`src/core/ascf_pkg.sv`:
```
// Shared constants and types for the accumulator-store, flag and interrupt command block
package ascf_pkg;

  // ----------------------------------------------------------------
  // Instruction codes
  // ----------------------------------------------------------------
  localparam logic [7:0] OP_ACCU_TO_AXIS = 8'h22;
  localparam logic [7:0] OP_ACCU_TO_GLOBAL = 8'h23;
  localparam logic [7:0] OP_CLEAR_FLAGS = 8'h24;
  localparam logic [7:0] OP_IRQ_ENABLE = 8'h19;
  localparam logic [7:0] OP_IRQ_DISABLE = 8'h1a;
  localparam logic [7:0] OP_VECTOR_DEFINE = 8'h25;
  localparam logic [7:0] OP_HANDLER_RETURN = 8'h26;

  // ----------------------------------------------------------------
  // Field values, positions and reset values
  // ----------------------------------------------------------------
  localparam logic [7:0] IRQ_ALL = 8'hff;
  localparam logic [7:0] STATUS_OK = 8'h64;
  localparam logic [7:0] CLR_ALL = 8'h00;
  localparam logic [7:0] CLR_SHUTDOWN = 8'h05;
  localparam int NUM_ERR = 5;
  localparam int ERR_TIMEOUT = 0;
  localparam int ERR_ALARM = 1;
  localparam int ERR_DEVIATION = 2;
  localparam int ERR_POSITION = 3;
  localparam int ERR_SHUTDOWN = 4;
  localparam logic [NUM_ERR-1:0] ERR_RESET = 5'h00;
  localparam logic [3:0] FRAME_LAST = 4'h8;
  localparam logic [3:0] FRAME_FIRST = 4'h0;
  localparam int PC_W = 16;

  // ----------------------------------------------------------------
  // Carried groups
  // ----------------------------------------------------------------
  typedef struct packed {
    logic [7:0] op;
    logic [7:0] typ;
    logic [7:0] bank;
    logic [31:0] value;
  } ascf_cmd_t;

  typedef struct packed {
    logic [7:0] host;
    logic [7:0] module_addr;
    logic [7:0] status;
    logic [7:0] op;
    logic [31:0] value;
    logic [7:0] checksum;
  } ascf_reply_t;

  typedef struct packed {
    logic [31:0] accu;
    logic [31:0] xreg;
    logic [7:0] flags;
    logic [PC_W-1:0] pc;
  } ascf_ctx_t;

endpackage

```
`src/core/ascf_frame_rx.sv`:
```
// Nine-byte command frame assembler with address and checksum check
`timescale 1ns/1ps
`default_nettype none
module ascf_frame_rx import ascf_pkg::*; #(
  parameter logic [7:0] MODULE_ADDR = 8'h01
) (
  // Clock and reset
  input wire logic clk_sys,
  input wire logic reset_n,
  // Byte stream from the serial receiver
  input wire logic [7:0] rx_byte,
  input wire logic rx_valid,
  // Assembled frame
  output logic frame_valid,
  output ascf_cmd_t frame_cmd,
  output logic frame_bad
);

  logic [3:0] idx;
  logic [3:0] next_idx;
  logic [7:0] sum;
  logic [7:0] next_sum;
  logic [63:0] shreg;
  logic [63:0] next_shreg;
  logic next_frame_valid;
  logic next_frame_bad;
  ascf_cmd_t next_frame_cmd;

  // ----------------------------------------------------------------
  // Byte collection; last byte is the checksum
  // ----------------------------------------------------------------
  always_comb begin
    next_idx = idx;
    next_sum = sum;
    next_shreg = shreg;
    next_frame_valid = 1'b0;
    next_frame_bad = 1'b0;
    next_frame_cmd = frame_cmd;
    if (rx_valid) begin
      if (idx == FRAME_LAST) begin
        next_idx = FRAME_FIRST;
        next_sum = 8'h00;
        // Modulo-256 sum of the eight leading bytes must match
        if (rx_byte != sum) begin
          next_frame_bad = 1'b1;
        end else if (shreg[63:56] == MODULE_ADDR) begin
          next_frame_valid = 1'b1;
          // Address, op, type, bank, then value most significant first
          next_frame_cmd = ascf_cmd_t'(shreg[55:0]);
        end
      end else begin
        next_idx = idx + 4'h1;
        next_sum = sum + rx_byte;
        next_shreg = {shreg[55:0], rx_byte};
      end
    end
  end

  // Register stage
  always_ff @(posedge clk_sys or negedge reset_n) begin
    if (!reset_n) begin
      idx <= FRAME_FIRST;
      sum <= 8'h00;
      shreg <= 64'h0;
      frame_valid <= 1'b0;
      frame_bad <= 1'b0;
      frame_cmd <= '0;
    end else begin
      idx <= next_idx;
      sum <= next_sum;
      shreg <= next_shreg;
      frame_valid <= next_frame_valid;
      frame_bad <= next_frame_bad;
      frame_cmd <= next_frame_cmd;
    end
  end

  // A wrong checksum raises the flag and the frame never reaches the executor
  chk_bad_frame_dropped: assert property (@(posedge clk_sys) disable iff (!reset_n)
    (rx_valid && idx == FRAME_LAST && rx_byte != sum) |=> frame_bad && !frame_valid)
    else $error("bad checksum frame not dropped");

endmodule
`default_nettype wire

```
`src/core/ascf_cmd.sv`:
```
// Executor for accumulator stores, error-flag clear and interrupt control commands
`timescale 1ns/1ps
`default_nettype none
// Overview of operation
// - Code 34 stores accumulator to axis parameter
// - Code 35 stores accumulator to global parameter
// - Code 36 clears flags chosen by type
// - Type 0 clears every error flag
// - Types 1-4 clear timeout, alarm, deviation, position
// - Type 5 clears only shutdown flag
// - Code 25 enables the numbered interrupt source
// - Enable number 255 sets global enable
// - Code 26 disables the numbered interrupt source
// - Disable number 255 clears global enable
// - Vector command records handler entry address
// - Redefining a vector overwrites stored address
// - Frame: address, op, type, bank, value, checksum
// - Direct commands reply with status 100
// - Vector command decoded from code 37
// - Handler return restores saved program context
module ascf_cmd import ascf_pkg::*; #(
  parameter int NUM_IRQ = 16,
  parameter logic [7:0] MODULE_ADDR = 8'h01,
  parameter logic [7:0] HOST_ADDR = 8'h02
) (
  // Clock and reset
  input wire logic clk_sys,
  input wire logic reset_n,
  // Byte stream from the serial receiver (same clock)
  input wire logic [7:0] rx_byte,
  input wire logic rx_valid,
  // Commands from the stored program
  input wire logic prog_valid,
  input wire ascf_cmd_t prog_cmd,
  // Live program context and event sources
  input wire ascf_ctx_t ctx_now,
  input wire logic [NUM_ERR-1:0] err_set,
  input wire logic [NUM_IRQ-1:0] irq_req,
  // Parameter store port
  output logic axis_wr,
  output logic global_wr,
  output logic [7:0] param_sel,
  output logic [7:0] param_bank,
  output logic [31:0] param_value,
  // Status and interrupt control
  output logic [NUM_ERR-1:0] err_flags,
  output logic [NUM_IRQ-1:0] irq_src_en,
  output logic irq_global_en,
  output logic in_handler,
  output logic irq_take,
  output logic [7:0] irq_num,
  output logic [PC_W-1:0] irq_entry,
  output logic ctx_restore,
  output ascf_ctx_t ctx_saved,
  // Reply and link status
  output logic reply_valid,
  output ascf_reply_t reply,
  output logic frame_bad
);

  typedef enum logic [1:0] {
    ST_NORMAL = 2'b01,
    ST_HANDLER = 2'b10
  } ascf_state_t;

  // Interrupt numbers beyond the table are dropped silently
  function automatic logic irq_in_range(input logic [7:0] n);
    irq_in_range = (32'(n) < NUM_IRQ);
  endfunction

  // Mask of flags a clear command removes
  function automatic logic [NUM_ERR-1:0] clear_mask(input logic [7:0] t);
    logic [NUM_ERR-1:0] m;
    m = '0;
    if (t == CLR_ALL) begin
      m = '1;
    end else if (t <= CLR_SHUTDOWN) begin
      m[3'(t - 8'h01)] = 1'b1;
    end
    clear_mask = m;
  endfunction

  logic dir_valid;
  ascf_cmd_t dir_cmd;

  // ----------------------------------------------------------------
  // Frame front end
  // ----------------------------------------------------------------
  ascf_frame_rx #(.MODULE_ADDR(MODULE_ADDR)) u_rx (
    .clk_sys(clk_sys),
    .reset_n(reset_n),
    .rx_byte(rx_byte),
    .rx_valid(rx_valid),
    .frame_valid(dir_valid),
    .frame_cmd(dir_cmd),
    .frame_bad(frame_bad)
  );

  ascf_state_t state;
  ascf_state_t next_state;
  logic [PC_W-1:0] vec_addr [NUM_IRQ];
  logic [PC_W-1:0] next_vec_addr [NUM_IRQ];
  logic [NUM_IRQ-1:0] vec_ok;
  logic [NUM_IRQ-1:0] next_vec_ok;
  logic next_axis_wr;
  logic next_global_wr;
  logic [7:0] next_param_sel;
  logic [7:0] next_param_bank;
  logic [31:0] next_param_value;
  logic [NUM_ERR-1:0] next_err_flags;
  logic [NUM_IRQ-1:0] next_irq_src_en;
  logic next_irq_global_en;
  logic next_irq_take;
  logic [7:0] next_irq_num;
  logic [PC_W-1:0] next_irq_entry;
  logic next_ctx_restore;
  ascf_ctx_t next_ctx_saved;
  logic next_reply_valid;
  ascf_reply_t next_reply;

  // ----------------------------------------------------------------
  // Command execution and interrupt dispatch
  // ----------------------------------------------------------------
  // Direct frames win a collision; the program command is then lost,
  // which keeps the path single-cycle at the cost of a sequencing rule.
  always_comb begin
    ascf_cmd_t c;
    logic exec;
    logic known;
    logic [NUM_ERR-1:0] clr;
    logic found;
    c = dir_valid ? dir_cmd : prog_cmd;
    exec = dir_valid | prog_valid;
    known = 1'b0;
    clr = '0;
    found = 1'b0;
    next_state = state;
    next_vec_addr = vec_addr;
    next_vec_ok = vec_ok;
    next_axis_wr = 1'b0;
    next_global_wr = 1'b0;
    next_param_sel = param_sel;
    next_param_bank = param_bank;
    next_param_value = param_value;
    next_irq_src_en = irq_src_en;
    next_irq_global_en = irq_global_en;
    next_irq_take = 1'b0;
    next_irq_num = irq_num;
    next_irq_entry = irq_entry;
    next_ctx_restore = 1'b0;
    next_ctx_saved = ctx_saved;
    next_reply_valid = 1'b0;
    next_reply = reply;
    if (exec) begin
      known = 1'b1;
      unique case (c.op)
        OP_ACCU_TO_AXIS, OP_ACCU_TO_GLOBAL: begin
          // Accumulator is taken as the program left it
          next_axis_wr = (c.op == OP_ACCU_TO_AXIS);
          next_global_wr = (c.op == OP_ACCU_TO_GLOBAL);
          next_param_sel = c.typ;
          next_param_bank = c.bank;
          next_param_value = ctx_now.accu;
        end
        OP_CLEAR_FLAGS: clr = clear_mask(c.typ);
        OP_IRQ_ENABLE: begin
          if (c.typ == IRQ_ALL) begin
            next_irq_global_en = 1'b1;
          end else if (irq_in_range(c.typ)) begin
            next_irq_src_en[c.typ[$clog2(NUM_IRQ)-1:0]] = 1'b1;
          end
        end
        OP_IRQ_DISABLE: begin
          if (c.typ == IRQ_ALL) begin
            next_irq_global_en = 1'b0;
          end else if (irq_in_range(c.typ)) begin
            next_irq_src_en[c.typ[$clog2(NUM_IRQ)-1:0]] = 1'b0;
          end
        end
        OP_VECTOR_DEFINE: begin
          // Accepted from either source; host use is the host's own fault
          if (irq_in_range(c.typ)) begin
            next_vec_addr[c.typ[$clog2(NUM_IRQ)-1:0]] = c.value[PC_W-1:0];
            next_vec_ok[c.typ[$clog2(NUM_IRQ)-1:0]] = 1'b1;
          end
        end
        OP_HANDLER_RETURN: begin
          if (state == ST_HANDLER) begin
            next_ctx_restore = 1'b1;
          end
        end
        default: known = 1'b0;
      endcase
    end
    // Reply for every handled direct command
    if (dir_valid && known) begin
      next_reply_valid = 1'b1;
      next_reply.host = HOST_ADDR;
      next_reply.module_addr = MODULE_ADDR;
      next_reply.status = STATUS_OK;
      next_reply.op = c.op;
      next_reply.value = 32'h0;
      next_reply.checksum = HOST_ADDR + MODULE_ADDR + STATUS_OK + c.op;
    end
    // Hardware setting wins over a clear in the same cycle
    next_err_flags = (err_flags & ~clr) | err_set;
    unique case (state)
      ST_NORMAL: begin
        // Lowest numbered eligible source is served first
        for (int i = 0; i < NUM_IRQ; i++) begin
          if (!found && irq_global_en && irq_src_en[i] && vec_ok[i] && irq_req[i]) begin
            found = 1'b1;
            next_irq_take = 1'b1;
            next_irq_num = 8'(i);
            next_irq_entry = vec_addr[i];
            next_ctx_saved = ctx_now;
          end
        end
        if (found) begin
          next_state = ST_HANDLER;
        end
      end
      ST_HANDLER: begin
        if (next_ctx_restore) begin
          next_state = ST_NORMAL;
        end
      end
      default: next_state = ST_NORMAL;
    endcase
  end

  // Register stage
  always_ff @(posedge clk_sys or negedge reset_n) begin
    if (!reset_n) begin
      state <= ST_NORMAL;
      vec_addr <= '{default: '0};
      vec_ok <= '0;
      axis_wr <= 1'b0;
      global_wr <= 1'b0;
      param_sel <= 8'h00;
      param_bank <= 8'h00;
      param_value <= 32'h0;
      err_flags <= ERR_RESET;
      irq_src_en <= '0;
      irq_global_en <= 1'b0;
      in_handler <= 1'b0;
      irq_take <= 1'b0;
      irq_num <= 8'h00;
      irq_entry <= '0;
      ctx_restore <= 1'b0;
      ctx_saved <= '0;
      reply_valid <= 1'b0;
      reply <= '0;
    end else begin
      state <= next_state;
      vec_addr <= next_vec_addr;
      vec_ok <= next_vec_ok;
      axis_wr <= next_axis_wr;
      global_wr <= next_global_wr;
      param_sel <= next_param_sel;
      param_bank <= next_param_bank;
      param_value <= next_param_value;
      err_flags <= next_err_flags;
      irq_src_en <= next_irq_src_en;
      irq_global_en <= next_irq_global_en;
      in_handler <= (next_state == ST_HANDLER);
      irq_take <= next_irq_take;
      irq_num <= next_irq_num;
      irq_entry <= next_irq_entry;
      ctx_restore <= next_ctx_restore;
      ctx_saved <= next_ctx_saved;
      reply_valid <= next_reply_valid;
      reply <= next_reply;
    end
  end

  // ----------------------------------------------------------------
  // Checks
  // ----------------------------------------------------------------
  chk_axis_store_accu: assert property (@(posedge clk_sys) disable iff (!reset_n)
    (dir_valid && dir_cmd.op == OP_ACCU_TO_AXIS) |=> axis_wr && !global_wr
      && param_value == $past(ctx_now.accu) && param_sel == $past(dir_cmd.typ))
    else $error("axis store did not carry accumulator");
  chk_global_store_bank: assert property (@(posedge clk_sys) disable iff (!reset_n)
    (dir_valid && dir_cmd.op == OP_ACCU_TO_GLOBAL) |=>
      global_wr && !axis_wr && param_bank == $past(dir_cmd.bank))
    else $error("global store missing or wrong bank");
  chk_clear_all_flags: assert property (@(posedge clk_sys) disable iff (!reset_n)
    (dir_valid && dir_cmd.op == OP_CLEAR_FLAGS && dir_cmd.typ == CLR_ALL && err_set == '0)
      |=> err_flags == '0)
    else $error("clear-all left a flag set");
  chk_clear_timeout_only: assert property (@(posedge clk_sys) disable iff (!reset_n)
    (dir_valid && dir_cmd.op == OP_CLEAR_FLAGS && dir_cmd.typ == 8'h01) |=>
      err_flags[NUM_ERR-1:1] == ($past(err_flags[NUM_ERR-1:1]) | $past(err_set[NUM_ERR-1:1]))
      && err_flags[ERR_TIMEOUT] == $past(err_set[ERR_TIMEOUT]))
    else $error("timeout clear touched another flag");
  chk_clear_shutdown_only: assert property (@(posedge clk_sys) disable iff (!reset_n)
    (dir_valid && dir_cmd.op == OP_CLEAR_FLAGS && dir_cmd.typ == CLR_SHUTDOWN) |=>
      err_flags[ERR_POSITION:0]
        == ($past(err_flags[ERR_POSITION:0]) | $past(err_set[ERR_POSITION:0]))
      && err_flags[ERR_SHUTDOWN] == $past(err_set[ERR_SHUTDOWN]))
    else $error("shutdown clear touched another flag");
  chk_global_enable: assert property (@(posedge clk_sys) disable iff (!reset_n)
    (dir_valid && dir_cmd.typ == IRQ_ALL
      && (dir_cmd.op == OP_IRQ_ENABLE || dir_cmd.op == OP_IRQ_DISABLE))
      |=> irq_global_en == ($past(dir_cmd.op) == OP_IRQ_ENABLE) && $stable(irq_src_en))
    else $error("global enable not set or cleared");
  // Any in-range source number, so the host's own choice of source is covered
  chk_source_enable: assert property (@(posedge clk_sys) disable iff (!reset_n)
    (dir_valid && irq_in_range(dir_cmd.typ)
      && (dir_cmd.op == OP_IRQ_ENABLE || dir_cmd.op == OP_IRQ_DISABLE))
      |=> irq_src_en[$past(dir_cmd.typ[$clog2(NUM_IRQ)-1:0])]
        == ($past(dir_cmd.op) == OP_IRQ_ENABLE) && $stable(irq_global_en))
    else $error("source enable not updated");
  chk_direct_reply: assert property (@(posedge clk_sys) disable iff (!reset_n)
    (dir_valid && dir_cmd.op == OP_CLEAR_FLAGS) |=> reply_valid && reply.status == STATUS_OK
      ##1 !reply_valid || $past(dir_valid))
    else $error("direct command reply missing or wrong");
  // Gate is judged on the source picked one cycle before the take pulse
  chk_dispatch_gate: assert property (@(posedge clk_sys) disable iff (!reset_n)
    irq_take |-> in_handler
      && $past(irq_global_en && irq_src_en[next_irq_num[$clog2(NUM_IRQ)-1:0]]))
    else $error("interrupt taken while disabled");
  chk_restore_context: assert property (@(posedge clk_sys) disable iff (!reset_n)
    ctx_restore |-> !in_handler && $past(in_handler))
    else $error("context restore outside a handler");

endmodule
`default_nettype wire

```
`config.mk`:
```
export PLATFORM = sky130hd
export DESIGN_NAME = ascf_cmd
export DESIGN_NICKNAME = d
export VERILOG_FILES = /design/src/core/ascf_pkg.sv /design/src/core/ascf_frame_rx.sv /design/src/core/ascf_cmd.sv
export SDC_FILE = /design/constraint.sdc
export NUM_CORES = 1
export LEC_CHECK = 0
export ABC_AREA = 1
export BUFFER_PORTS_ARGS = -buffer_cell sky130_fd_sc_hd__buf_2
export CORE_ASPECT_RATIO = 0.7
export CORE_MARGIN = 2
export CORE_UTILIZATION = 57
export DETAILED_ROUTE_END_ITERATION = 7
export GPL_ROUTABILITY_DRIVEN = 1
export MAX_ROUTING_LAYER = met4
export PLACE_DENSITY = 0.81
export SYNTH_ARGS = -nofsm -noshare
export SYNTH_HDL_FRONTEND = slang
export SYNTH_SLANG_ARGS = --single-unit
export TNS_END_PERCENT = 1
```
`constraint.sdc`:
```
create_clock -name clk_sys -period 3.5 [get_ports clk_sys]
set_input_delay 0.525 -clock clk_sys [delete_from_list [all_inputs] [get_ports clk_sys]]
set_output_delay 0.525 -clock clk_sys [all_outputs]
set_load 0.01 [all_outputs]
```
**Word level (Yosys, flattened, before mapping)**

Index checks and enable logic that the tools add are counted.

- Add/subtract/negate cells: 4
- Order comparisons: 8
- Equality and inequality tests: 20
- Mux-type cells: 138
- Bitwise operators: 11
- Reduce and logical (&&, ||, !) cells: 94

Operators with widths:

| operator | count |
|---|---|
| 88-bit two-way mux | 16 |
| 16-bit two-way mux | 21 |
| 256-bit bitwise mux | 1 |
| 8-bit two-way mux | 17 |
| 1-bit two-way mux | 69 |
| 1-bit logical AND | 67 |
| 16-bit demux with 4-bit select | 1 |
| 56-bit two-way mux | 1 |
| 8-bit by 6-bit equality test with 1-bit output, second input constant | 5 |
| 16-bit bitwise OR | 2 |
| 16-bit case mux with 2 select lines | 1 |
| 5-bit two-way mux | 4 |
| 16-bit AND | 1 |
| 8-bit by 5-bit equality test with 1-bit output, second input constant | 2 |
| 16-bit NOT | 1 |
| 16-bit nonzero test | 1 |
| 1-bit zero test | 15 |
| 2-bit != test, second input constant | 6 |
| 7-bit by 8-bit adder with 8-bit output, first input constant | 1 |
| 8-bit adder | 1 |
| 8-bit by 1-bit equality test with 1-bit output, second input constant | 1 |
| 8-bit equality test, second input constant | 1 |
| 8-bit by 3-bit <= comparator with 1-bit output, second input constant | 1 |
| 8-bit zero test | 1 |
| other kinds (32) | 38 |

- Flip-flop bits (word level): 614
- Bits of input ports: 177
- Output and inout port bits: 261
- Logic and storage cells: 324

**Logic depth before layout (Yosys ltp)**

- Word-level depth: 113
- Mapped depth: 25
- Gate-level depth less buffers: 23

**Cells and area by module**

A second synthesis with hierarchy kept.

- Cells, all modules: 3361
- Area total of the unflattened synthesis: 27717.8 um2

By module, submodules not included:

| module | instances | cells each | area each (um2) | sequential area each (um2) |
|---|---|---|---|---|
| ascf_cmd | 1 | 2723 | 22205.0 | 11887.7 |
| ascf_frame_rx | 1 | 638 | 5512.8 | 3353.2 |

**Worst setup path after synthesis**

OpenSTA, ideal clock, no wires.

- Kind: register to register
- From: register u_rx.frame_valid
- To: register vec_addr[153] in the netlist's numbering
- Library setup time: 0.138 ns
- Data arrival time: 2.967 ns
- Required time: 3.362 ns
- Setup slack: 0.395 ns
- Cell stages (with the launch flop): 15
- Path buffers: 6
- Period minus slack after synthesis: 3.105 ns
- Path through: dfrtp_1 buf_4 clkbuf_1 buf_1 clkbuf_1 nand2_1 o21ai_0 ha_1 nand2_1 nor4_4 buf_4 nand2_2 buf_2 nand2_1 o21ai_0

- Word-level cells in the longest chain between the ends: 7
- Elaborated cells on any way between the ends: 12
- Those cells by class: order compare (3); eq/ne (1); mux (4); bitwise (2); reduce/logical (2)

RTL lines:

| item | line | source |
|---|---|---|
| start: declaration | ascf_frame_rx.sv:14 | `output logic frame_valid,` |
| start signal: assignment | ascf_frame_rx.sv:72 | `frame_valid <= next_frame_valid;` |
| 56-bit two-way mux | ascf_cmd.sv:132 | `c = dir_valid ? dir_cmd : prog_cmd;` |
| 4-bit NOT with 5-bit output (not written as such) | ascf_cmd.sv:183 | `next_vec_addr[c.typ[$clog2(NUM_IRQ)-1:0]] = c.value[PC_W-1:0];` |
| 5-bit >= comparator (not written as such) or 5-bit by 1-bit less-than comparator with 1-bit output (tied branches) | ascf_cmd.sv:183 |  |
| 1-bit logical AND (not written as such) | ascf_cmd.sv:183 |  |
| 16-bit two-way mux (not written as such) | ascf_cmd.sv:183 |  |
| 16-bit demux with 4-bit select | ascf_cmd.sv:183 |  |
| 256-bit bitwise mux | ascf_cmd.sv:183 |  |
| end signal: assignment | ascf_cmd.sv:256 | `vec_addr <= next_vec_addr;` |
| end: declaration | ascf_cmd.sv:101 | `logic [PC_W-1:0] vec_addr [NUM_IRQ];` |

Parallel ways exist; a longest one is shown, timed or not.
A chain may end at the register's enable or synchronous reset.

**Worst setup path in the final report**

- From: register u_rx.frame_valid
- To: register err_flags[4]

- Word-level cells in the longest chain between the ends: 13
- Elaborated cells on any way between the ends: 18
- Those cells by class: add/sub (1); order compare (3); eq/ne (1); mux (7); bitwise (4); reduce/logical (2)

RTL lines:

| item | line | source |
|---|---|---|
| 56-bit two-way mux | ascf_cmd.sv:132 |  |
| 3-bit by 1-bit subtractor with 3-bit output | ascf_cmd.sv:78 | `m[3'(t - 8'h01)] = 1'b1;` |
| 3-bit by 4-bit less-than comparator with 1-bit output (not written as such) or 3-bit by 1-bit >= comparator with 1-bit output (tied branches) | ascf_cmd.sv:78 |  |
| 1-bit logical AND (not written as such) | ascf_cmd.sv:78 |  |
| 1-bit two-way mux (not written as such) | ascf_cmd.sv:78 |  |
| 1-bit demux with 3-bit select | ascf_cmd.sv:78 |  |
| 5-bit two-way mux | ascf_cmd.sv:77 | `end else if (t <= CLR_SHUTDOWN) begin` |
| 5-bit two-way mux | ascf_cmd.sv:75 | `if (t == CLR_ALL) begin` |
| 5-bit two-way mux | ascf_cmd.sv:156 | `unique case (c.op)` |
| 5-bit two-way mux * | ascf_cmd.sv:154 | `if (exec) begin` |
| 5-bit NOT * | ascf_cmd.sv:206 | `next_err_flags = (err_flags & ~clr) \| err_set;` |
| 5-bit AND * | ascf_cmd.sv:206 |  |
| 5-bit bitwise OR * | ascf_cmd.sv:206 |  |
| net next_err_flags[4] | ascf_cmd.sv:110 | `logic [NUM_ERR-1:0] next_err_flags;` |
| end signal: assignment | ascf_cmd.sv:263 | `err_flags <= next_err_flags;` |
| end: declaration | ascf_cmd.sv:46 | `output logic [NUM_ERR-1:0] err_flags,` |

Mark *: on every way through the listed nets, which the timed path passes. The rest lies on a longest branch.

==> impl_metrics.py <==
metrics = {
    "setup_path": {
        "cp_data_required_time_ps": 3970,
        "critPathBufInv": 3,
        "critPathTopFamily": "compound AO/OA/AOI/OAI gates",
        "nature_of_the_critical_path_endpoint": "flop",
        "path_cells": "buf_4 > o21ai_0 > ha_1 > inv_1 > nor2_1 > inv_1 > nor3_1 > a41oi_1 > o21ai_0 > nand2_1",
        "crit_path_top_delay_cell": "o21ai_0",
        "timing.critical_path.slowest_cell_delay_ps": 690,
        "critPathArrivalTime_ps": 3720,
        "timing.critical_path.from_type": "flop",
        "category_of_the_critical_setup_timing_path": "flop to flop",
        "path_max_fanout": 16,
    },
    "final_layout": {
        "most_common_cell_after_layout_fill_and_taps_aside": "nand2_1",
        "ratio_of_cells_with_drive_above_1_in_the_final_layout": 0.166,
        "layout_nets": 3678,
        "final_cells": 4131,
        "layout_common_cells": "nand2_1, dfrtp_1, o21ai_0, buf_2, inv_1",
        "area_growth_pct": 16.2,
    },
    "sta": {
        "slew_viol_final": 0,
        "setup_violations": 0,
        "timing.max_slew.rel_slack": 0.434,
        "timing_hold_violations_final": 0,
        "fmax_ghz": 0.308,
        "clock-skew-final_ps": 16.0,
        "timing_worst_slew_pin_value_ps": 840,
        "setup_tns_ps": 0,
        "grt_setup_unrepaired": "false",
        "timing.final.crit_period_ps": 3250,
        "timing.final.crit_share": 0.928,
    },
    "power": {
        "power.switching_fraction": 0.250,
        "total_switching_power_uw": 3810,
        "comb_power_share": 0.094,
        "p_int_uw": 11400,
        "seq_power_share": 0.495,
        "p_per_area_nw_per_um2": 497,
        "lkg_pwr_uw": 0.0167,
        "vdd_ir_drop_max_mv": 0.415,
        "clock_power_share": 0.411,
    },
    "global_route": {
        "via_count_of_the_first_global_routing_pass": 21213,
        "grt_max_degree": 96,
        "grt_antenna_before_repair": 6,
        "grt_first_pass_wirelength_um": 112000,
        "grt.overflow.total": 0,
        "track_usage": 0.303,
    },
    "synthesis": {
        "netlist_area_sq_um": 26400,
        "ys_seq_elements": 593,
        "yosys.cell_types.count": 52,
        "syn_avg_cell_area_sq_um": 8.37,
        "asyncSetResetFlopFracSynth": 1.00,
        "dominantRegCellSynth": "dfrtp_1",
        "yosys_warn_count": 0,
        "synth_edf_count": 0,
        "seq_area_frac_synth": 0.563,
        "syn_inst": 3151,
    },
    "clock_network": {
        "cts.htree.levels": 2,
        "cts_sinks": 593,
        "clk-insertion-delay-late_ps": 590,
        "cts_inserted_buffers": 55,
        "tritoncts_clock_tree": "built",
        "clockRootBuffer": "clkbuf_16",
        "cts_resized": 0,
        "clkSlewWorstSetupHoldPaths_ps": 70,
        "clock_tree.buffer_depth": 3,
    },
    "min_path": {
        "min-delay-path-class": "primary input to flop",
    },
    "drt": {
        "vias_per_cell": 5.38,
        "drc_errors": 0,
        "detail-route-antenna-nets": 0,
        "post_drt_wl_per_cell_um": 17.1,
        "via_count": 22227,
        "drt_first_iter_violations": 2314,
        "postRouteWirelength_um": 70600,
        "drt_pre_antenna_iters": 8,
    },
    "die": {
        "initial_standard_cell_utilization_of_the_core": 0.581,
        "rows": 65,
        "boundaryPins": 438,
        "die_w_um": 261,
        "chipHeight_um": 184,
        "dieArea_sq_um": 48000,
        "placeableCoreArea_sq_um": 45400,
    },
    "job": {
        "max_cap_viol_count": 0,
    },
    "status": {
        "outcome": "completed",
    },
    "place": {
        "dpl.hpwl_um": 50100,
        "gp_routability_congestion": 0.939,
        "number_of_port_buffers": 366,
        "numPlacedInstances": 4025,
    },
}
[what timing repair did]
| action | 4_1_cts | 5_1_grt |
|---|---|---|
| hold buffers | 1 | 0 |
| endpoints found under the hold margin | 64 | 0 |
| buffers inserted | 0 | 0 |
[through the flow]
stage | utilization | hold WS [ps] | total power, uW | worst slack (ps) | area (sq um)
after CTS | 0.675 | 104 | 15300 | 317 | 30600
after detailed placement | 0.634 | 451 | 9060 | 289 | 28800
after floorplan | - | 229 | 8460 | 395 | 26600
after global routing | 0.676 | 100 | 15800 | 30.8 | 30700
final | 0.676 | 118 | 15200 | 252 | 30700
after global placement | 0.634 | 447 | 8990 | 391 | 28800
[cell usage after synthesis (25+ instances only)]
cell type	count	area (sq um)
nand2_1	1124	4220
or2_2	25	156
buf_2	46	230
dfrtp_1	592	14800
a21oi_1	25	125
buf_4	63	473
nor2_1	132	495
inv_1	276	1040
clkbuf_1	114	428
o21ai_0	511	2560
nand3_1	46	230
mux2i_1	34	340
[power by group through the flow]
stage	registers [uW]	clock network, uW	logic (uW)
2_1_floorplan	7620	0	833
3_3_place_gp	7630	0	1360
3_5_place_dp	7650	0	1410
4_1_cts	7540	6300	1440
5_1_grt	7590	6610	1640
6_report	7540	6260	1430
[registers in the layout, summed over array words and instances, names as in the netlist, 16 cells and up, named ones only]
register,cells
ctx_saved,88
irq_entry,16
param_value,32
reply,17
u_rx.frame_cmd,40
u_rx.shreg,64
vec_addr,256
vec_ok,16
[worst paths after layout]
path                                        from       endpoint  slack (ps)  depth (start not counted)
worst max-delay path            u_rx.frame_valid   err_flags[4]         250                         10
worst min-delay path                  err_set[2]   err_flags[2]         120                          2
worst max register to register  u_rx.frame_valid   err_flags[4]         250                         10
worst min register to register         vec_ok[7]      vec_ok[7]         470                          2
max in group asynchronous                reset_n  ctx_saved[28]        2030                          3
min in group asynchronous                reset_n    u_rx.sum[6]         500                          2
[final cells by class]
type,instances,area [sq um]
flip-flops and latches,593,14800
inverters,280,1050
clock buffers,76,1570
repair buffers,443,2550
fillers,3508,14700
clock inverters,22,314
well taps,603,754
multi-input cells,2107,9570
diodes,7,17.5
[metal layers]
| metal | vias up | wire length (um) | global-route usage |
|---|---|---|---|
| li1 | 10492 | - | - |
| met1 | 10693 | 29700 | 0.397 |
| met2 | 860 | 32500 | 0.469 |
| met3 | 182 | 5480 | 0.0591 |
| met4 | 0 | 3000 | 0.124 |
| met5 | - | 0 | - |
[cells by family (layout without fill, tap and decap cells)]
| kind of cell | count (synthesis) | after routing | synth area share |
|---|---|---|---|
| simple gates | 1382 | 1382 | 0.208 |
| compound gates | 608 | 608 | 0.121 |
| flops | 593 | 593 | 0.563 |
| buf+inv | 505 | 821 | 0.0830 |
| mux | 35 | 35 | 0.0133 |
| fa+ha+maj | 21 | 21 | 0.0102 |
| xor+xnor | 6 | 6 | 0.00199 |
| other cells | 1 | 62 | 0.000142 |
Power figures use the tool's default switching activity.
